$ cat config.mk
export PLATFORM = sky130hd
export DESIGN_NAME = gpz_port
export DESIGN_NICKNAME = d
export VERILOG_FILES = /design/src/gpz_pkg.sv /design/src/gpz_port.sv /design/src/gpz_regfile.sv
export SDC_FILE = /design/constraint.sdc
export NUM_CORES = 1
export LEC_CHECK = 0
export BUFFER_PORTS_ARGS = -buffer_cell sky130_fd_sc_hd__buf_4
export CORE_ASPECT_RATIO = 0.7
export CORE_MARGIN = 10
export CORE_UTILIZATION = 50
export DETAILED_ROUTE_END_ITERATION = 8
export PLACE_DENSITY = 0.91
export SLEW_MARGIN = 10
export SYNTH_ARGS = -nofsm -noshare
export SYNTH_HDL_FRONTEND = slang
export SYNTH_HIERARCHICAL = 1
export SYNTH_SLANG_ARGS = --single-unit
$ cat constraint.sdc
create_clock -name clk_i -period 2.6 [get_ports clk_i]
set_input_delay 0.52 -clock clk_i [delete_from_list [all_inputs] [get_ports clk_i]]
set_output_delay 0.52 -clock clk_i [all_outputs]
set_load 0.05 [all_outputs]
$ cat src/gpz_pkg.sv
package gpz_pkg;
    localparam int GPZ_WIDTH = 8;
    // register indices (word addresses)
    localparam logic [3:0] GPZ_IDX_DATA = 4'h0;
    localparam logic [3:0] GPZ_IDX_DIR = 4'h1;
    localparam logic [3:0] GPZ_IDX_PULL = 4'h2;
    localparam logic [3:0] GPZ_IDX_AIDIS = 4'h3;
    localparam logic [3:0] GPZ_IDX_STBY = 4'h4;
    localparam logic [3:0] GPZ_IDX_CMP = 4'h5;
    localparam logic [3:0] GPZ_IDX_PINS = 4'h6;
    localparam int GPZ_BIT_SPL = 0;
    localparam int GPZ_BIT_COMPARATOR_INPUT_ENABLE_N = 0;
    localparam int GPZ_BIT_IRQEN = 0;
    localparam logic [7:0] GPZ_RST_DATA = 8'h00;
    localparam logic [7:0] GPZ_RST_DIR = 8'h00;
    localparam logic [7:0] GPZ_RST_PULL = 8'h00;
    localparam logic [7:0] GPZ_RST_AIDIS = 8'h00;
    localparam logic [31:0] GPZ_UNMAPPED = 32'h00000000;

    typedef enum logic [2:0] {
        GPZ_IDLE = 3'b001,
        GPZ_RESP = 3'b010,
        GPZ_DONE = 3'b100
    } gpz_bus_state_t;

    typedef struct packed {
        logic [7:0] out;
        logic [7:0] oe;
        logic [7:0] pull;
    } gpz_pad_t;
endpackage

$ cat src/gpz_port.sv
// Notes on behaviour
// - direction bit one makes the pin a port output.
// - data writes store in the latch; output pins drive it at once; here the pad register drives it one clock after the latch updates.
// - output pins read back the latch.
// - direction bit zero makes the pin a port input.
// - latch still updates for input pins but is not driven.
// - input pins read the pin level; read-modify-write reads get the latch.
// - peripheral output enable hands the pin to the peripheral.
// - peripheral-driven pins read the pin level; read-modify-write gets latch.
// - peripheral-input pins read the pin level; read-modify-write gets latch.
// - reset clears direction and analog disable registers.
// - standby with select one floats pins, blocks inputs unless irq enabled; here irq enable lets only the interrupt pin through, the rest stay blocked.
// - standby with select zero keeps pin states and levels.
// - pin level always feeds the external interrupt circuit; here the irq line is held low in standby with select one and irq disabled.
// - pull-up bit connects pull-up, removed while the pin drives low.
// - comparator input enabled when enable bit is zero, else disabled.
//
// The Avalon-MM interface to the registers and the address map were left to the implementer.
`timescale 1ns/1ns
module gpz_port
    import gpz_pkg::*;
#(
    parameter int W = GPZ_WIDTH,
    parameter logic [W-1:0] ANALOG_PINS = 8'hff
) (
    input wire logic clk_i, // 25 MHz clock
    input wire logic reset_n_i, // async reset, active low
    input wire logic [3:0] avs_address_i, // word index
    input wire logic avs_read_i, // read request
    input wire logic avs_write_i, // write request
    input wire logic [31:0] avs_writedata_i, // write data
    input wire logic [3:0] avs_byteenable_i, // byte enables
    input wire logic rmw_read_i, // read-modify-write qualifier
    output logic [31:0] avs_readdata_o, // read data
    output logic avs_waitrequest_o, // stall
    input wire logic [W-1:0] pin_i, // pad input level
    output logic [W-1:0] pin_o, // pad output level
    output logic [W-1:0] pin_oe_o, // pad output enable
    output logic [W-1:0] pullup_o, // pull-up connect
    input wire logic [W-1:0] periph_oe_i, // peripheral output enables
    input wire logic [W-1:0] periph_out_i, // peripheral output data
    input wire logic standby_i, // stop or watch mode
    output logic [W-1:0] digital_in_o, // gated digital input
    output logic irq_line_five_o, // pin level to external irq
    output logic cmp_in_en_o // comparator input enable
);
    gpz_bus_state_t st_reg, st_next;
    logic [31:0] rd_reg, rd_next;
    logic [W-1:0] data_q, dir_q, pull_q, aid_q;
    logic spl_q, comparator_input_enable_n_q, irqen_q, wr_en;
    logic wait_reg, wait_next;
    gpz_pad_t pad_reg, pad_next;
    logic [W-1:0] din_reg, din_next;
    logic irq_reg, irq_next, cmp_reg, cmp_next;

    ////////////////////////////////////////////////////////////////////
    // bus slave: one wait cycle, answer in the second
    assign wr_en = (st_reg == GPZ_IDLE) && avs_write_i && avs_byteenable_i[0];

    function automatic logic [W-1:0] data_view(input logic [W-1:0] lat,
            input logic [W-1:0] dir, input logic [W-1:0] poe,
            input logic [W-1:0] lvl, input logic rmw);
        // port outputs read latch; input and peripheral pins read level
        if (rmw) begin
            data_view = lat;
        end else begin
            data_view = (dir & ~poe & lat) | ~(dir & ~poe) & lvl;
        end
    endfunction

    always_comb begin
        st_next = st_reg;
        rd_next = rd_reg;
        unique case (st_reg)
            GPZ_IDLE: begin
                if (avs_read_i || avs_write_i) begin
                    st_next = GPZ_RESP;
                    rd_next = GPZ_UNMAPPED;
                    if (avs_read_i) begin
                        unique case (avs_address_i)
                            GPZ_IDX_DATA: rd_next[W-1:0] = data_view(data_q, dir_q,
                                periph_oe_i, pin_i, rmw_read_i);
                            GPZ_IDX_DIR: rd_next[W-1:0] = dir_q;
                            GPZ_IDX_PULL: rd_next[W-1:0] = pull_q;
                            GPZ_IDX_AIDIS: rd_next[W-1:0] = aid_q;
                            GPZ_IDX_STBY: rd_next[1:0] = {irqen_q, spl_q};
                            GPZ_IDX_CMP: rd_next[GPZ_BIT_COMPARATOR_INPUT_ENABLE_N] = comparator_input_enable_n_q;
                            GPZ_IDX_PINS: rd_next[W-1:0] = pin_i;
                            default: ;
                        endcase
                    end
                end
            end
            GPZ_RESP: st_next = GPZ_DONE;
            GPZ_DONE: st_next = GPZ_IDLE;
            default: st_next = GPZ_IDLE;
        endcase
        // registered so the stall output comes straight from a flop
        wait_next = (st_next != GPZ_RESP);
    end

    always_ff @(posedge clk_i or negedge reset_n_i) begin
        if (!reset_n_i) begin
            st_reg <= GPZ_IDLE;
            rd_reg <= GPZ_UNMAPPED;
            wait_reg <= 1'b1;
        end else begin
            st_reg <= st_next;
            rd_reg <= rd_next;
            wait_reg <= wait_next;
        end
    end

    assign avs_waitrequest_o = wait_reg;
    assign avs_readdata_o = rd_reg;

    gpz_regfile #(.W(W)) u_regs (
        .clk_i(clk_i),
        .reset_n_i(reset_n_i),
        .we_i(wr_en),
        .idx_i(avs_address_i),
        .wdata_i(avs_writedata_i[W-1:0]),
        .data_o(data_q),
        .dir_o(dir_q),
        .pull_o(pull_q),
        .aidis_o(aid_q),
        .spl_o(spl_q),
        .comparator_input_enable_n_o(comparator_input_enable_n_q),
        .irqen_o(irqen_q)
    );

    ////////////////////////////////////////////////////////////////////
    // pad control
    logic float_all;
    assign float_all = standby_i && spl_q;

    always_comb begin
        pad_next = pad_reg;
        din_next = din_reg;
        if (!standby_i) begin
            for (int i = 0; i < W; i++) begin
                pad_next.oe[i] = periph_oe_i[i] | dir_q[i];
                pad_next.out[i] = periph_oe_i[i] ? periph_out_i[i] : data_q[i];
            end
            din_next = pin_i & (~ANALOG_PINS | aid_q);
        end else if (float_all) begin
            pad_next.oe = '0;
            // only the interrupt pin stays open, and only with irq enabled; the rest read low
            din_next = '0;
            din_next[GPZ_BIT_IRQEN] = irqen_q && pin_i[GPZ_BIT_IRQEN];
        end else begin
            din_next = pin_i & (~ANALOG_PINS | aid_q);
        end
        pad_next.pull = pull_q & ~(pad_next.oe & ~pad_next.out);
    end

    always_comb begin
        irq_next = pin_i[GPZ_BIT_IRQEN];
        if (float_all && !irqen_q) begin
            irq_next = 1'b0;
        end
        cmp_next = ~comparator_input_enable_n_q;
    end

    always_ff @(posedge clk_i or negedge reset_n_i) begin
        if (!reset_n_i) begin
            pad_reg <= '0;
            din_reg <= '0;
            irq_reg <= 1'b0;
            cmp_reg <= 1'b0;
        end else begin
            pad_reg <= pad_next;
            din_reg <= din_next;
            irq_reg <= irq_next;
            cmp_reg <= cmp_next;
        end
    end

    assign pin_o = pad_reg.out;
    assign pin_oe_o = pad_reg.oe;
    assign pullup_o = pad_reg.pull;
    assign digital_in_o = din_reg;
    assign irq_line_five_o = irq_reg;
    assign cmp_in_en_o = cmp_reg;

    ////////////////////////////////////////////////////////////////////
    // checks
    logic [W-1:0] own_mask, drive_want;
    // pins that the port itself drives, and pins that anyone drives
    assign own_mask = dir_q & ~periph_oe_i;
    assign drive_want = dir_q | periph_oe_i;

    for (genvar g = 0; g < W; g++) begin : g_pin

    end
endmodule

$ cat src/gpz_regfile.sv
`timescale 1ns/1ns
module gpz_regfile
    import gpz_pkg::*;
#(
    parameter int W = GPZ_WIDTH
) (
    input wire logic clk_i, // clock
    input wire logic reset_n_i, // async reset
    input wire logic we_i, // write strobe
    input wire logic [3:0] idx_i, // register index
    input wire logic [W-1:0] wdata_i, // write data
    output logic [W-1:0] data_o, // data latch
    output logic [W-1:0] dir_o, // direction
    output logic [W-1:0] pull_o, // pull-up enables
    output logic [W-1:0] aidis_o, // analog input disable
    output logic spl_o, // standby pin state select
    output logic comparator_input_enable_n_o, // comparator input enable, low active
    output logic irqen_o // external interrupt enable
);
    logic [W-1:0] data_reg, data_next, dir_reg, dir_next;
    logic [W-1:0] pull_reg, pull_next, aid_reg, aid_next;
    logic spl_reg, spl_next, comparator_input_enable_n_reg, comparator_input_enable_n_next, irq_reg, irq_next;

    always_comb begin
        data_next = data_reg;
        dir_next = dir_reg;
        pull_next = pull_reg;
        aid_next = aid_reg;
        spl_next = spl_reg;
        comparator_input_enable_n_next = comparator_input_enable_n_reg;
        irq_next = irq_reg;
        if (we_i) begin
            unique case (idx_i)
                GPZ_IDX_DATA: data_next = wdata_i;
                GPZ_IDX_DIR: dir_next = wdata_i;
                GPZ_IDX_PULL: pull_next = wdata_i;
                GPZ_IDX_AIDIS: aid_next = wdata_i;
                GPZ_IDX_STBY: begin
                    spl_next = wdata_i[GPZ_BIT_SPL];
                    irq_next = wdata_i[GPZ_BIT_IRQEN + 1];
                end
                GPZ_IDX_CMP: comparator_input_enable_n_next = wdata_i[GPZ_BIT_COMPARATOR_INPUT_ENABLE_N];
                default: ;
            endcase
        end
    end

    always_ff @(posedge clk_i or negedge reset_n_i) begin
        if (!reset_n_i) begin
            data_reg <= GPZ_RST_DATA;
            dir_reg <= GPZ_RST_DIR;
            pull_reg <= GPZ_RST_PULL;
            aid_reg <= GPZ_RST_AIDIS;
            spl_reg <= 1'b0;
            comparator_input_enable_n_reg <= 1'b1;
            irq_reg <= 1'b0;
        end else begin
            data_reg <= data_next;
            dir_reg <= dir_next;
            pull_reg <= pull_next;
            aid_reg <= aid_next;
            spl_reg <= spl_next;
            comparator_input_enable_n_reg <= comparator_input_enable_n_next;
            irq_reg <= irq_next;
        end
    end

    assign data_o = data_reg;
    assign dir_o = dir_reg;
    assign pull_o = pull_reg;
    assign aidis_o = aid_reg;
    assign spl_o = spl_reg;
    assign comparator_input_enable_n_o = comparator_input_enable_n_reg;
    assign irqen_o = irq_reg;
endmodule
==> results of run 1 <==
-- metal layers --
| metal | vias to the layer above | global-route usage, % |
|---|---|---|
| met5 | - | 0 |
| li1 | 1316 | - |
| met1 | 1402 | 21.3 |
| met4 | 0 | 4.11 |
| met3 | 8 | 6.43 |
| met2 | 94 | 27.7 |
-- cells by family after synthesis --
group | Yosys count
compound gates | 60
buf+inv | 45
flops | 81
simple gates | 85
mux | 66
other cells | 1
-- through the flow --
stage	hold slack (ns)	utilization [%]	cells	power [mW]
4_1_cts	0.171	63.3	526	4.27
2_1_floorplan	0.224	-	361	2.80
3_3_place_gp	0.427	60.4	511	3.20
3_5_place_dp	0.431	60.4	511	3.26
6_report	0.150	63.3	526	4.24
5_1_grt	0.189	63.3	526	4.46
-- cells in the final DEF (no fill, tap or decap), types with 2 or more instances in the layout --
master	count
nor3b_1	3
conb_1	24
nand2b_1	2
mux2_2	40
o211ai_1	7
nand2_1	30
bufinv_16	2
buf_4	86
nand3_1	3
clkinvlp_4	2
a22o_1	3
mux2i_1	24
o21ai_0	12
a32o_1	2
nor2b_1	2
a21oi_1	13
o22ai_1	6
nor2_1	17
and3_1	8
inv_1	10
dfrtp_1	78
and3b_2	2
clkbuf_8	10
o21ai_1	9
and2_1	9
dfstp_2	3
-- layout make-up --
cell class,count,area share (%)
tap,98,2.60
clock buffer,10,2.92
timing repair buffer,87,14.1
multi-input combinational,235,34.8
clock inverter,5,1.70
inverter,10,0.796
sequential,81,43.0
-- path summary, 6_finish.rpt --
| kind | endpoint | slack, ns |
|---|---|---|
| min in group clk_i | irq_line_five_o | 0.42 |
| max | u_regs/pull_o[1] | 0.32 |
| min | pin_oe_o[3] | 0.15 |
| min reg2reg | st_reg[2] | 0.45 |
| max reg2reg | u_regs/pull_o[1] | 0.32 |
| max in group asynchronous | avs_readdata_o[7] | 1.84 |
-- report_power, final --
group | leakage, nW | switching (mW) | internal (mW) | total (mW)
Sequential | 1.06 | 0.204 | 1.58 | 1.78
Clock | 0.104 | 0.450 | 0.560 | 1.01
Combinational | 1.23 | 0.929 | 0.516 | 1.45
==> impl_metrics.sql, run 1 <==
INSERT INTO impl_metrics (metric_group, metric, value, unit) VALUES
('synth', 'count_of_flip_flops_with_a_built_in_enable_after_synthesis', '0', ''),
('timing', 'timing.max_slew.rel_slack', '62.0', '%'),
('synth', 'post_synth_and_or_nand_nor_area_fraction', '11.7', '%'),
('timing', 'finalSetupTns', '0', 'ns'),
('placement', 'finalWeightedCongestion', '0.815', ''),
('detailed_routing', 'via_count', '2820', ''),
('synth', 'synth_async_sr_flop_share', '100', '%'),
('floorplanning', 'die_area', '11800', 'um^2'),
('detailed_routing', 'highest-signal-layer', 'met4', ''),
('detailed_routing', 'dr_wl_met3', '732', 'um'),
('synth', 'syn_inst', '338', ''),
('timing', 'period_minus_slack', '2.28', 'ns'),
('floorplanning', 'core_region_area', '7450', 'um^2'),
('clock_network', 'cts.htree.levels', '3', ''),
('worst_setup_path', 'cp.depth', '5', ''),
('worst_setup_path', 'timing.critical_path.slowest_cell_delay', '0.53', 'ns'),
('synth', 'synth_seq_area_share', '52.0', '%'),
('final_layout', 'post-route-cell-area', '4720', 'um^2'),
('worst_setup_path', 'rr_worst_depth', '5', ''),
('detailed_routing', 'drt-vias-per-instance', '5.36', ''),
('detailed_routing', 'routed_wl', '9980', 'um'),
('synth', 'synth.largest_area_cell', 'dfrtp_1', ''),
('final_layout', 'seq_area', '2030', 'um^2'),
('clock_network', 'tritoncts_clock_tree', 'done', ''),
('final_layout', 'syn_to_final_growth', '20.9', '%'),
('placement', 'detailedPlacementHpwl', '7480', 'um'),
('timing', 'rsz_0062_raised_after_global_routing', 'false', ''),
('worst_setup_path', 'start_kind', 'flop', ''),
('worst_setup_path', 'crit_path_start', 'st_reg[0]', ''),
('final_layout', 'diodes', '0', ''),
('final_layout', 'nFillCells', '608', ''),
('timing', 'fin_ws', '0.324', 'ns'),
('synth', 'top_post_synthesis_cells_by_count', 'dfrtp_1 (78), mux2_2 (40), nand2_1 (30), buf_4 (24), mux2i_1 (24)', ''),
('detailed_routing', 'route.antenna.remaining_nets', '0', ''),
('global_route', 'grt_pass1_vias', '3064', ''),
('clock_network', 'postCtsHoldBufs', '0', ''),
('clock_network', 'cts_inserted_buffers', '9', ''),
('run', 'max-cap-violations', '0', ''),
('worst_setup_path', 'crit_path_cell_trace', 'nor3b_1 > and3_1 > nor3b_4 > and3b_2 > mux2_2', ''),
('clock_network', 'postCtsResizedCells', '0', ''),
('synth', 'synth_largest_type_area_fraction', '50.0', '%'),
('global_route', 'grt_pass1_wl', '16200', 'um'),
('final_layout', 'multi_input_area', '1640', 'um^2'),
('worst_hold_path', 'worst_hold_path_type', 'primary input to asynchronous set/reset pin', ''),
('final_layout', 'nets', '494', ''),
('timing', 'finalSetupViolations', '0', ''),
('synth', 'yosys.area_share.adder', '0', '%'),
('outcome', 'status', 'completed', ''),
('detailed_routing', 'routedLengthMet1', '4370', 'um'),
('floorplanning', 'initial_core_util', '52.4', '%'),
('detailed_routing', 'drc', '0', ''),
('timing', 'finalCritPeriodShare', '87.5', '%'),
('floorplanning', 'num_io_pins', '137', ''),
('placement', 'pre_cts_ws', '0.350', 'ns'),
('floorplanning', 'dieWidth', '126', 'um'),
('clock_network', 'max-clock-path-buffers', '2', ''),
('detailed_routing', 'post_drt_wl_per_cell', '19.0', 'um'),
('floorplanning', 'die_height', '93.9', 'um'),
('global_route', 'grt_max_degree', '45', ''),
('final_layout', 'drive_above_1_share', '36.9', '%'),
('synth', 'synth_top_cells_by_area', 'dfrtp_1 (50%), mux2_2 (12%), mux2i_1 (6.2%)', ''),
('synth', 'post_synth_mux_area_share', '18.4', '%'),
('worst_setup_path', 'setup.worst_path.class', 'flop to flop', ''),
('synth', 'synth_top_family_by_area', 'multiplexers', ''),
('worst_setup_path', 'critical_path_at', '2.51', 'ns'),
('worst_setup_path', 'critical_path_required', '2.84', 'ns'),
('synth', 'post_synth_instance_area', '3900', 'um^2'),
('worst_setup_path', 'cp_buf_inv_count', '0', ''),
('global_route', 'initial_antenna_violation_count', '0', ''),
('timing', 'worst_clock_skew', '0.0118', 'ns'),
('worst_setup_path', 'reg2reg_from', 'st_reg[0]', '');
(Power assumes the default switching activity.)
==> inputs of run 2 (changes only) <==
==> constraint.sdc (replaced) <==
create_clock -name clk_i -period 2.6 [get_ports clk_i]
set_input_delay 0.13 -clock clk_i [delete_from_list [all_inputs] [get_ports clk_i]]
set_output_delay 0.13 -clock clk_i [all_outputs]
set_load 0.05 [all_outputs]
==> impl_metrics.sql, run 2 (same netlist as run 1, synthesis figures left out) <==
INSERT INTO impl_metrics (metric_group, metric, value, unit) VALUES
('outcome', 'status', 'completed', ''),
('final_layout', 'nFillCells', '607', ''),
('timing', 'timing.max_slew.rel_slack', '32.6', '%'),
('clock_network', 'postCtsResizedCells', '0', ''),
('global_route', 'met1_usage', '21.4', '%'),
('detailed_routing', 'drt-vias-per-instance', '5.35', ''),
('global_route', 'globalRouteMet2Util', '26.5', '%'),
('worst_setup_path', 'setup.worst_path.class', 'flop to flop', ''),
('timing', 'rsz_0062_raised_after_global_routing', 'false', ''),
('final_layout', 'layout.cells.most_common_list', 'buf_4 (87), dfrtp_1 (78), mux2_2 (40)', ''),
('timing', 'worst_pin_slew', '1.01', 'ns'),
('worst_setup_path', 'critical_path_required', '2.84', 'ns'),
('pwr', 'worst_case_vdd_ir_drop', '0.000480', 'V'),
('floorplanning', 'dieWidth', '126', 'um'),
('final_layout', 'drive_above_1_share', '36.5', '%'),
('clock_network', 'cts.root.buffer_cell', 'clkbuf_8', ''),
('final_layout', 'nets', '495', ''),
('worst_setup_path', 'critical_path_at', '2.54', 'ns'),
('detailed_routing', 'tritonroute_pass_1_iters', '4', ''),
('detailed_routing', 'via_count', '2826', ''),
('floorplanning', 'die_height', '93.9', 'um'),
('worst_hold_path', 'worst_hold_path_type', 'primary input to flop', ''),
('clock_network', 'max-clock-path-buffers', '2', ''),
('placement', 'port_buffers', '85', ''),
('floorplanning', 'num_io_pins', '137', ''),
('clock_network', 'cts_inserted_buffers', '9', ''),
('detailed_routing', 'drc', '0', ''),
('timing', 'worst_clock_skew', '0.00855', 'ns'),
('floorplanning', 'initial_core_util', '52.4', '%'),
('final_layout', 'postLayoutCoreUtil', '63.0', '%'),
('worst_setup_path', 'crit_path_max_fanout', '8', ''),
('final_layout', 'syn_to_final_growth', '20.3', '%'),
('global_route', 'global_route.peak_usage_layer', 'met2', ''),
('timing', 'finalHoldViolations', '0', ''),
('detailed_routing', 'post_drt_wl_per_cell', '18.9', 'um'),
('timing', 'finalCritPeriodShare', '88.7', '%'),
('global_route', 'grt_remaining_overflow', '0', ''),
('floorplanning', 'core_region_area', '7450', 'um^2'),
('clock_network', 'cts.htree.levels', '3', ''),
('worst_setup_path', 'timing.critical_path.slowest_cell_delay', '0.53', 'ns'),
('worst_setup_path', 'critical-path-slowest-cell', 'dfstp_2', ''),
('detailed_routing', 'route.antenna.remaining_nets', '0', ''),
('pwr', 'powerDensity', '884', 'nW/um^2'),
('timing', 'period_minus_slack', '2.31', 'ns'),
('clock_network', 'cts.sink_count', '81', ''),
('timing', 'finalSetupTns', '0', 'ns'),
('final_layout', 'diodes', '0', ''),
('clock_network', 'clk_latency', '0.35', 'ns'),
('worst_setup_path', 'endpoint_kind', 'flop', ''),
('worst_setup_path', 'slack_of_the_worst_reg_to_reg_path', '0.29', 'ns'),
('detailed_routing', 'drtIter0Drc', '188', ''),
('global_route', 'track_usage', '16.9', '%'),
('floorplanning', 'rows', '26', ''),
('detailed_routing', 'routed_wl', '9970', 'um'),
('floorplanning', 'die_area', '11800', 'um^2'),
('global_route', 'grt_pass1_wl', '16000', 'um'),
('global_route', 'grt_pass1_vias', '3064', ''),
('final_layout', 'mostFrequentLayoutCell', 'buf_4', ''),
('timing', 'max_freq', '434', 'MHz'),
('pwr', 'power.static_leakage', '2.38', 'nW'),
('global_route', 'grt_max_degree', '82', ''),
('placement', 'finalWeightedCongestion', '0.806', ''),
('final_layout', 'count_of_placed_standard_cells_in_the_final_layout_fillers_left_out', '528', ''),
('timing', 'drv_slew', '0', ''),
('global_route', 'grtUsageMet3', '6.37', '%'),
('placement', 'detailedPlacementHpwl', '7370', 'um'),
('run', 'max-cap-violations', '0', ''),
('clock_network', 'clk_pin_slew', '0.08', 'ns'),
('placement', 'placed_cells', '511', ''),
('timing', 'finalSetupViolations', '0', ''),
('worst_setup_path', 'start_kind', 'flop', ''),
('clock_network', 'tritoncts_clock_tree', 'done', ''),
('worst_setup_path', 'crit_path_cell_trace', 'nor3b_1 > and3_1 > nor3b_4 > and3b_2 > mux2_2', ''),
('global_route', 'initial_antenna_violation_count', '0', '');
run 2: cell count changes in the layout (fill, tap and decap cells not counted), sizes merged:
cell / previous run / this run
clkbuf: 10 / 12
bufinv: 2 / 1
clkinv: 1 / 0
clkinvlp: 2 / 3
dlygate4sd3: 0 / 1
run 2: layout make-up:
| cell class | count | area, um^2 | area share (%) |
|---|---|---|---|
| clock buffer | 12 | 145 | 3.09 |
| clock inverter | 4 | 52.6 | 1.12 |
| inverter | 10 | 37.5 | 0.799 |
| multi-input combinational | 235 | 1640 | 35.0 |
| sequential | 81 | 2030 | 43.2 |
| tap | 98 | 123 | 2.61 |
| timing repair buffer | 88 | 663 | 14.1 |
run 2: timing repair:
action | in CTS | in global routing
buffers inserted | 0 | 0
hold endpoints to repair | 78 | 0
hold buffers | 1 | 0
run 2: worst paths after layout:
kind | startpoint | end | cells past startpoint
setup / recovery | st_reg[0] | u_regs/pull_o[1] | 5
min in group asynchronous | reset_n_i | pullup_o[3] | 2
hold reg to reg | st_reg[2] | st_reg[2] | 1
hold / removal | pin_i[0] | irq_line_five_o | 2
max in group asynchronous | reset_n_i | pullup_o[1] | 2
setup reg to reg | st_reg[0] | u_regs/pull_o[1] | 5
run 2: through the flow:
step | cell area, um^2 | hold WS, ns | setup slack [ns] | total power [mW]
after floorplan | 3990 | -0.166 | 0.580 | 2.80
after global placement | 4490 | 0.346 | 0.395 | 3.20
after detailed placement | 4490 | 0.358 | 0.348 | 3.25
after CTS | 4700 | 0.00670 | 0.329 | 4.18
after global routing | 4700 | 0.0126 | 0.205 | 4.37
final | 4700 | 0.0235 | 0.295 | 4.15
run 2: layer usage:
| metal | vias up | part of all wire, % |
|---|---|---|
| li1 | 1321 | - |
| met3 | 13 | 8.5 |
| met2 | 112 | 48 |
| met1 | 1380 | 43 |
| met4 | 0 | 0.94 |
| met5 | - | 0 |
run 2: worst max-delay path: cells and delay by family, from the launching register on:
family | cells | cell delay (ns)
mux | 1 | 0.38
simple gates | 4 | 1.29
flops | 1 | 0.53
run 2: power breakdown:
group	internal (mW)	switching, mW
Combinational	0.518	0.928
Clock	0.471	0.449
Sequential	1.58	0.205
